**config.mk**
```make
export PLATFORM = sky130hd
export DESIGN_NAME = cit_core
export DESIGN_NICKNAME = d
export VERILOG_FILES = /design/src/design/cit_core.v
export VERILOG_INCLUDE_DIRS = /design/src /design/src/design
export SDC_FILE = /design/constraint.sdc
export NUM_CORES = 1
export LEC_CHECK = 0
export BUFFER_PORTS_ARGS = -buffer_cell sky130_fd_sc_hd__buf_4
export CAP_MARGIN = 20
export CORE_MARGIN = 1
export CORE_UTILIZATION = 25
export CTS_BUF_LIST = sky130_fd_sc_hd__clkbuf_16
export DETAILED_ROUTE_END_ITERATION = 10
export GPL_TIMING_DRIVEN = 1
export PLACE_DENSITY = 0.45
export SLEW_MARGIN = 15
export SYNTH_ARGS = -nofsm -noshare
export SYNTH_HDL_FRONTEND = slang
export SYNTH_SLANG_ARGS = --single-unit
```
**constraint.sdc**
```tcl
create_clock -name clk -period 14.5 [get_ports clk]
set_input_delay 1.45 -clock clk [delete_from_list [all_inputs] [get_ports clk]]
set_output_delay 1.45 -clock clk [all_outputs]
set_load 0.05 [all_outputs]
```
**src/design/cit_defs.vh**
```
// constants for the instruction timing and operand addressing core
// assumes a single 50 MHz core clock and byte-wide instruction fields
`ifndef CIT_DEFS_VH
`define CIT_DEFS_VH

// ------------------------------------------------------------
// opcode groups (upper nibble) of the arithmetic set
// ------------------------------------------------------------
`define CIT_GRP_INC        4'h0
`define CIT_GRP_DEC        4'h1
`define CIT_GRP_ADD        4'h2
`define CIT_GRP_ADD_WITH_CARRY       4'h3
`define CIT_GRP_SUBTRACT_WITH_BORROW       4'h9

// ------------------------------------------------------------
// single opcodes
// ------------------------------------------------------------
`define CIT_OP_INC_DATA_POINTER    8'hA3
`define CIT_OP_MUL         8'hA4
`define CIT_OP_DIV         8'h84
`define CIT_OP_DA          8'hD4
`define CIT_OP_SJMP        8'h80
`define CIT_OP_LJMP        8'h02
`define CIT_OP_LCALL       8'h12
`define CIT_OP_DJNZ_DIR    8'hD5

// ------------------------------------------------------------
// operand addressing modes
// ------------------------------------------------------------
`define CIT_MODE_NONE      3'h0
`define CIT_MODE_ACC       3'h1
`define CIT_MODE_REG       3'h2
`define CIT_MODE_DIR       3'h3
`define CIT_MODE_IND       3'h4
`define CIT_MODE_IMM       3'h5

// ------------------------------------------------------------
// clock counts per instruction form
// ------------------------------------------------------------
`define CIT_CLK_ALU_REG    5'h04
`define CIT_CLK_ALU_IND    5'h05
`define CIT_CLK_ALU_DIR    5'h06
`define CIT_CLK_ID_ACC     5'h03
`define CIT_CLK_ID_REG     5'h04
`define CIT_CLK_ID_IND     5'h05
`define CIT_CLK_ID_DIR     5'h07
`define CIT_CLK_INC_DATA_POINTER   5'h06
`define CIT_CLK_MUL        5'h0F
`define CIT_CLK_DIV        5'h12
`define CIT_CLK_DA         5'h0C

// ------------------------------------------------------------
// address layout
// ------------------------------------------------------------
`define CIT_SFR_BIT        7
`define CIT_PAGE_MSB       15
`define CIT_PAGE_LSB       11

// ------------------------------------------------------------
// reset values
// ------------------------------------------------------------
`define CIT_RST_BYTE       8'h00
`define CIT_RST_WORD       16'h0000

`endif

```
**src/design/cit_core.v**
```verilog
// arithmetic execution, operand addressing and branch targets of the core
// assumes the memory side returns operand_data before the last busy cycle
// and that every input comes from logic on the same clock
`timescale 1ns/1ps
`include "cit_defs.vh"

module cit_core
(
    // clock and reset
    input  wire        clk,
    input  wire        srst,
    // instruction in
    input  wire        instr_valid,
    input  wire [7:0]  opcode,
    input  wire [7:0]  op_byte1,
    input  wire [7:0]  op_byte2,
    input  wire [15:0] next_pc,
    // register file context
    input  wire [1:0]  bank_sel,
    input  wire [7:0]  r0_value,
    input  wire [7:0]  r1_value,
    input  wire [7:0]  operand_data,
    // state load from other groups
    input  wire        load_en,
    input  wire [7:0]  load_acc,
    input  wire [7:0]  load_b,
    input  wire [15:0] load_data_pointer,
    input  wire        load_cy,
    // sequencing out
    output wire        busy_out,
    output wire        instr_done,
    output reg         instr_supported,
    output reg  [1:0]  instr_length,
    output reg  [4:0]  instr_clocks,
    // operand access out
    output reg  [7:0]  operand_addr,
    output reg         operand_is_sfr,
    output wire        operand_rd,
    output reg         wb_en,
    output reg  [7:0]  wb_addr,
    output reg  [7:0]  wb_data,
    // branch target out
    output reg  [15:0] branch_target,
    output reg  [7:0]  bit_addr,
    // architectural state out
    output reg  [7:0]  acc,
    output reg  [7:0]  b_reg,
    output reg  [15:0] data_pointer,
    output reg         cy,
    output reg         ac,
    output reg         ov
);

// ------------------------------------------------------------
// decode functions
// ------------------------------------------------------------

// addressing mode of an arithmetic opcode
function [2:0] cit_mode;
    input [7:0] op;
    begin
        if (op[3])
            cit_mode = `CIT_MODE_REG;
        else if (op[3:1] == 3'h3)
            cit_mode = `CIT_MODE_IND;
        else if (op[3:0] == 4'h5)
            cit_mode = `CIT_MODE_DIR;
        else if (op[3:0] == 4'h4)
            cit_mode = (op[7:5] == 3'h0) ? `CIT_MODE_ACC : `CIT_MODE_IMM;
        else
            cit_mode = `CIT_MODE_NONE;
    end
endfunction

// true for the add, add_with_carry and subtract_with_borrow groups
function cit_is_alu;
    input [7:0] op;
    begin
        cit_is_alu = (op[7:4] == `CIT_GRP_ADD || op[7:4] == `CIT_GRP_ADD_WITH_CARRY
                      || op[7:4] == `CIT_GRP_SUBTRACT_WITH_BORROW) && (op[3:0] >= 4'h4);
    end
endfunction

// true for increment and decrement of byte operands
function cit_is_incdec;
    input [7:0] op;
    begin
        cit_is_incdec = (op[7:4] == `CIT_GRP_INC || op[7:4] == `CIT_GRP_DEC)
                        && (op[3:0] >= 4'h4);
    end
endfunction

// fixed clock count, from the opcode alone
function [4:0] cit_clocks;
    input [7:0] op;
    begin
        cit_clocks = 5'h00;
        if (op == `CIT_OP_INC_DATA_POINTER)
            cit_clocks = `CIT_CLK_INC_DATA_POINTER;
        else if (op == `CIT_OP_MUL)
            cit_clocks = `CIT_CLK_MUL;
        else if (op == `CIT_OP_DIV)
            cit_clocks = `CIT_CLK_DIV;
        else if (op == `CIT_OP_DA)
            cit_clocks = `CIT_CLK_DA;
        else if (cit_is_alu(op))
            case (cit_mode(op))
                `CIT_MODE_REG: cit_clocks = `CIT_CLK_ALU_REG;
                `CIT_MODE_IND: cit_clocks = `CIT_CLK_ALU_IND;
                default:       cit_clocks = `CIT_CLK_ALU_DIR;
            endcase
        else if (cit_is_incdec(op))
            case (cit_mode(op))
                `CIT_MODE_ACC: cit_clocks = `CIT_CLK_ID_ACC;
                `CIT_MODE_REG: cit_clocks = `CIT_CLK_ID_REG;
                `CIT_MODE_IND: cit_clocks = `CIT_CLK_ID_IND;
                default:       cit_clocks = `CIT_CLK_ID_DIR;
            endcase
    end
endfunction

// byte length of the arithmetic and branch opcodes handled here
function [1:0] cit_length;
    input [7:0] op;
    begin
        if (op == `CIT_OP_LJMP || op == `CIT_OP_LCALL || op == `CIT_OP_DJNZ_DIR
            || op == 8'h10 || op == 8'h20 || op == 8'h30
            || (op[7:4] == 4'hB && op[3:2] != 2'h0))
            cit_length = 2'h3;
        else if (op[3:0] == 4'h1 || op == `CIT_OP_SJMP
                 || (op[3:0] == 4'h0 && op[7:6] == 2'h1)
                 || (op[7:3] == 5'h1B)
                 || (op[3:0] == 4'h4 && cit_is_alu(op))
                 || op[3:0] == 4'h5)
            cit_length = 2'h2;
        else
            cit_length = 2'h1;
    end
endfunction

// ------------------------------------------------------------
// sequencing state
// ------------------------------------------------------------
reg        busy;          // instruction in execution
reg  [4:0] cnt;           // clocks left after this one
reg  [7:0] op_q;          // opcode under execution
reg  [7:0] imm_q;         // immediate byte held
reg  [2:0] mode_q;        // addressing mode held

// start accepted only while idle
wire       start    = instr_valid & ~busy;
wire [4:0] clk_n    = cit_clocks(opcode);
wire [2:0] mode_n   = cit_mode(opcode);
wire [7:0] ri_value = opcode[0] ? r1_value : r0_value;
// relative offset byte sits last in the instruction
wire [7:0] rel_byte = (cit_length(opcode) == 2'h3) ? op_byte2 : op_byte1;

assign busy_out   = busy;
assign instr_done = busy & (cnt == 5'h00);
assign operand_rd = busy & (mode_q == `CIT_MODE_REG || mode_q == `CIT_MODE_DIR
                            || mode_q == `CIT_MODE_IND);

// ------------------------------------------------------------
// decode capture and clock counter
// ------------------------------------------------------------
always @(posedge clk)
begin
    if (srst)
    begin
        busy            <= 1'b0;
        cnt             <= 5'h00;
        op_q            <= `CIT_RST_BYTE;
        imm_q           <= `CIT_RST_BYTE;
        mode_q          <= `CIT_MODE_NONE;
        instr_supported <= 1'b0;
        instr_length    <= 2'h1;
        instr_clocks    <= 5'h00;
        operand_addr    <= `CIT_RST_BYTE;
        operand_is_sfr  <= 1'b0;
        branch_target   <= `CIT_RST_WORD;
        bit_addr        <= `CIT_RST_BYTE;
    end
    else if (start)
    begin
        busy            <= (clk_n != 5'h00);
        cnt             <= clk_n - 5'h01;
        op_q            <= opcode;
        imm_q           <= op_byte1;
        mode_q          <= mode_n;
        instr_supported <= (clk_n != 5'h00);
        instr_length    <= cit_length(opcode);
        instr_clocks    <= clk_n;
        bit_addr        <= op_byte1;
        operand_is_sfr  <= (mode_n == `CIT_MODE_DIR) & op_byte1[`CIT_SFR_BIT];
        case (mode_n)
            `CIT_MODE_REG: operand_addr <= {3'h0, bank_sel, opcode[2:0]};
            // direct address taken as given
            `CIT_MODE_DIR: operand_addr <= op_byte1;
            `CIT_MODE_IND: operand_addr <= ri_value;
            default:       operand_addr <= `CIT_RST_BYTE;
        endcase
        // branch target forms
        if (opcode == `CIT_OP_LJMP || opcode == `CIT_OP_LCALL)
            branch_target <= {op_byte1, op_byte2};
        else if (opcode[3:0] == 4'h1)
            branch_target <= {next_pc[`CIT_PAGE_MSB:`CIT_PAGE_LSB],
                              opcode[7:5], op_byte1};
        else
            branch_target <= next_pc + {{8{rel_byte[7]}}, rel_byte};
    end
    else if (busy)
    begin
        // count down; finish on zero
        if (cnt == 5'h00)
            busy <= 1'b0;
        else
            cnt  <= cnt - 5'h01;
    end
end

// ------------------------------------------------------------
// arithmetic results, formed for the final cycle
// ------------------------------------------------------------
reg  [7:0]  src;          // second operand
reg  [8:0]  sum;          // byte result with carry
reg  [4:0]  nib;          // low nibble result
reg  [7:0]  id_val;       // increment or decrement value
reg  [15:0] prod;         // multiply product
reg  [8:0]  da_lo;        // decimal adjust, low step
reg  [8:0]  da_hi;        // decimal adjust, high step
reg         cin;          // carry in for the group

always @*
begin
    src    = (mode_q == `CIT_MODE_IMM) ? imm_q : operand_data;
    cin    = (op_q[7:4] == `CIT_GRP_ADD) ? 1'b0 : cy;
    if (op_q[7:4] == `CIT_GRP_SUBTRACT_WITH_BORROW)
    begin
        sum = {1'b0, acc} - {1'b0, src} - {8'h00, cin};
        nib = {1'b0, acc[3:0]} - {1'b0, src[3:0]} - {4'h0, cin};
    end
    else
    begin
        sum = {1'b0, acc} + {1'b0, src} + {8'h00, cin};
        nib = {1'b0, acc[3:0]} + {1'b0, src[3:0]} + {4'h0, cin};
    end
    id_val = (mode_q == `CIT_MODE_ACC) ? acc : operand_data;
    id_val = op_q[4] ? id_val - 8'h01 : id_val + 8'h01;
    prod   = acc * b_reg;
    da_lo  = (acc[3:0] > 4'h9 || ac) ? {1'b0, acc} + 9'h006 : {1'b0, acc};
    da_hi  = (da_lo[7:4] > 4'h9 || cy || da_lo[8]) ? {1'b0, da_lo[7:0]} + 9'h060
                                                    : {1'b0, da_lo[7:0]};
end

// ------------------------------------------------------------
// architectural state and write back
// ------------------------------------------------------------
always @(posedge clk)
begin
    if (srst)
    begin
        acc          <= `CIT_RST_BYTE;
        b_reg        <= `CIT_RST_BYTE;
        data_pointer <= `CIT_RST_WORD;
        cy           <= 1'b0;
        ac           <= 1'b0;
        ov           <= 1'b0;
        wb_en        <= 1'b0;
        wb_addr      <= `CIT_RST_BYTE;
        wb_data      <= `CIT_RST_BYTE;
    end
    else
    begin
        wb_en <= 1'b0;
        if (instr_done)
        begin
            if (op_q == `CIT_OP_INC_DATA_POINTER)
                data_pointer <= data_pointer + 16'h0001;
            else if (op_q == `CIT_OP_MUL)
            begin
                acc   <= prod[7:0];
                b_reg <= prod[15:8];
                cy    <= 1'b0;
                ov    <= (prod[15:8] != 8'h00);
            end
            else if (op_q == `CIT_OP_DIV)
            begin
                // divide by zero leaves acc and b alone
                cy <= 1'b0;
                ov <= (b_reg == 8'h00);
                if (b_reg != 8'h00)
                begin
                    acc   <= acc / b_reg;
                    b_reg <= acc % b_reg;
                end
            end
            else if (op_q == `CIT_OP_DA)
            begin
                acc <= da_hi[7:0];
                cy  <= cy | da_lo[8] | da_hi[8];
            end
            else if (cit_is_alu(op_q))
            begin
                acc <= sum[7:0];
                cy  <= sum[8];
                ac  <= nib[4];
                ov  <= (op_q[7:4] == `CIT_GRP_SUBTRACT_WITH_BORROW) ? (acc[7] ^ src[7]) & (acc[7] ^ sum[7])
                                                     : ~(acc[7] ^ src[7]) & (acc[7] ^ sum[7]);
            end
            else if (mode_q == `CIT_MODE_ACC)
                acc <= id_val;
            else
            begin
                // byte increment and decrement write to memory
                wb_en   <= 1'b1;
                wb_addr <= operand_addr;
                wb_data <= id_val;
            end
        end
        else if (load_en & ~busy)
        begin
            // state loaded by other instruction groups
            acc          <= load_acc;
            b_reg        <= load_b;
            data_pointer <= load_data_pointer;
            cy           <= load_cy;
        end
    end
end

endmodule // cit_core

```
==> results.json <==
{
  "run_status": "complete, no violations",
  "end_kind": "flop",
  "critPathMaxStageDelay_ns": 0.65,
  "synthArstFlopShare_pct": 0,
  "synth_area_um2": 12200,
  "ant_nets": 0,
  "critical_path_arrival_ns": 13.23,
  "root_buffer": "clkbuf_16",
  "avgSynthCellArea_um2": 7.55,
  "via_per_inst": 5.32,
  "fin_ws_ns": 1.56,
  "post-route-min-period_ns": 12.94,
  "fillers": 5219,
  "nets": 2022,
  "drive_gt1_share_pct": 16.0,
  "core_um2": 47800,
  "synth_flop_cell": "dfxtp_1",
  "postCtsSetupRepairBufs": 0,
  "die_w_um": 223,
  "ys_top_cells_by_area": "dfxtp_1, ha_1, fa_1",
  "overflow": 0,
  "syn_nets": 1881,
  "cp_max_fo": 13,
  "relSlewSlack_pct": 28.9,
  "vias": 12625,
  "worstPathRequired_ns": 14.80,
  "cp.buffers_inverters": 5,
  "slowest_stage": "dfxtp_1",
  "synth_edf_count": 0,
  "numClockSinks": 110,
  "synth_seq_area_share_pct": 18.1,
  "die_area_um2": 49500,
  "reg_top3": "branch_target: 16 flops, data_pointer: 16 flops",
  "globalplace.congestion": 0.908,
  "insertion_delay_ns": 0.39,
  "finalSetupViolCount": 0,
  "ys_types": 84,
  "wl_per_cell_um": 20.9,
  "setup_tns_ns": 0,
  "totalWireLength_um": 49600,
  "cts_tree": "done",
  "grtUsageTotal_pct": 19.8,
  "critPathKind": "flop to flop",
  "dp_cells": 2357,
  "fp.dieH_um": 223,
  "dr.first_iter.drc_count": 747,
  "dpl.hpwl_um": 38500,
  "firstDrtPassIters": 5,
  "ys_ff_latch": 110,
  "io_buffers": 198,
  "synth.largest_area_cell": "dfxtp_1",
  "pre_cts_ws_ns": 1.85,
  "drv_slew": 0,
  "cts.path.max_buffers": 2,
  "hold_buffers": 0,
  "fmax_mhz": 77.3,
  "synth_warnings": 0,
  "maxCapViolations": 0,
  "grt_antenna_before_repair": 1,
  "crit_top_cell": "o21ai_0",
  "std_cell_rows": 80,
  "grt_pass1_wl_um": 75500,
  "final_hold_viol_count": 0,
  "grt_max_degree": 81,
  "crit_family": "compound AO/OA/AOI/OAI gates",
  "utilization_pct": 30.4,
  "cts_buffers": 9,
  "areaGrowthSynthToFinish_pct": 19.4,
  "clk_pin_slew_ns": 0.09,
  "fin_crit_sh_pct": 89.2,
  "start_util_pct": 25.4,
  "grt_pass1_vias": 12567,
  "rsz0062_at_grt": "no",
  "min_path_type": "flop to flop",
  "synth_cells": 1612,
  "antenna_cells": 0,
  "synth_top_cell_area_share_pct": 18.1,
  "finalNonFillerCells": 2372,
  "cts_resized": 0,
  "worstMarginPinSlew_ns": 1.07,
  "finClkSkew_ns": 0.0111,
  "htreeDepth": 3,
  "ios": 199,
  "cp-start-kind": "flop",
  "drc_errors": 0
}
layout by cell type, fill, tap and decap left out, types with 8 or more instances in the layout:
| master | Yosys | routed |
|---|---|---|
| a22oi_1 | 9 | 9 |
| mux2_2 | 26 | 26 |
| nand3b_1 | 8 | 8 |
| and3_1 | 11 | 11 |
| and2_1 | 12 | 12 |
| buf_4 | 1 | 217 |
| o31ai_1 | 16 | 16 |
| inv_1 | 109 | 109 |
| nor2b_1 | 20 | 19 |
| clkbuf_16 | 0 | 9 |
| nand4_1 | 8 | 8 |
| a21boi_0 | 10 | 10 |
| o21ai_0 | 90 | 90 |
| o211ai_1 | 25 | 25 |
| nor3_1 | 51 | 51 |
| a21o_1 | 18 | 18 |
| o21bai_1 | 11 | 11 |
| dfxtp_1 | 110 | 110 |
| xnor2_1 | 41 | 41 |
| fa_1 | 43 | 43 |
| mux2i_1 | 36 | 36 |
| o21a_1 | 20 | 20 |
| a211oi_1 | 19 | 19 |
| nand2b_1 | 13 | 12 |
| nand2_1 | 163 | 163 |
| o22ai_1 | 8 | 8 |
| nor2_1 | 164 | 164 |
| nand3_1 | 40 | 39 |
| or3_1 | 12 | 12 |
| xor2_1 | 11 | 11 |
| a21oi_1 | 141 | 141 |
| a31oi_1 | 25 | 25 |
| ha_1 | 123 | 123 |
per-layer routing:
layer	wire (um)	vias up	track usage, %	share of wire, %
met4	1160	2	6.07	2.3
met2	24200	367	34.2	49
li1	-	6077	-	-
met3	3120	66	4.06	6.3
met1	21100	6113	24.5	43
met5	14	-	0	0.028
cells by family after synthesis:
logic type | count (synthesis) | share of synthesized area [%]
AOI/OAI and AO/OA | 475 | 25.4
buffers and inverters | 198 | 6.23
adders and majority gates | 166 | 19.7
DFF | 110 | 18.1
muxes | 62 | 5.37
xor gates and xnor gates | 52 | 3.74
and+or+nand+nor | 549 | 21.5
cells in the mapped netlist (10+ instances only):
cell type    n
a21oi_1    141
o21bai_1    11
o21a_1      20
o31ai_1     16
o21ai_0     90
and2_1      12
mux2_2      26
nand3_1     40
fa_1        43
nor3_1      51
nor2_1     164
a21o_1      18
ha_1       123
nor2b_1     20
inv_1      109
and3_1      11
mux2i_1     36
clkbuf_1    78
nand2b_1    13
nand2_1    163
or3_1       12
a21boi_0    10
xnor2_1     41
dfxtp_1    110
xor2_1      11
a211oi_1    19
o211ai_1    25
a31oi_1     25
final cells by class:
class                           instances  area, um^2  share of cell area [%]
Clock buffer                            9         225                    1.55
Clock inverter                          6        55.1                   0.379
Inverter                              111         417                    2.87
Multi-Input combinational cell       1304        9230                    63.5
Sequential cell                       110        2200                    15.2
Tap cell                              615         769                    5.30
Timing Repair Buffer                  217        1630                    11.2
worst reg2reg max path: cells and delay by family, from the launching register on:
kind,cells,cell delay [ns]
buffers and inverters,5,0.75
flip-flops,1,0.65
multiplexers,1,0.38
AND/OR/NAND/NOR,5,1.30
adder cells (fa/ha/maj),8,2.57
AO/OA/AOI/OAI,32,7.20
through the flow:
step / hold WS [ns] / area [um^2]
4_1_cts: 0.466 / 14500
2_1_floorplan: 0.457 / 12200
5_1_grt: 0.485 / 14500
6_report: 0.462 / 14500
3_3_place_gp: 0.446 / 14200
3_5_place_dp: 0.451 / 14200
worst paths after layout:
path                                 start  slack, ns  cells after the start    endpoint
worst max-delay path              b_reg[0]       1.56                     51    b_reg[2]
worst min-delay path            wb_data[7]       0.46                      2  wb_data[7]
worst max register to register    b_reg[0]       1.56                     51    b_reg[2]
worst min register to register  wb_data[7]       0.46                      2  wb_data[7]
Power is left out: the tool's default activity adds up to more than one toggle a clock period on the data nets, which glitch-free logic cannot reach.
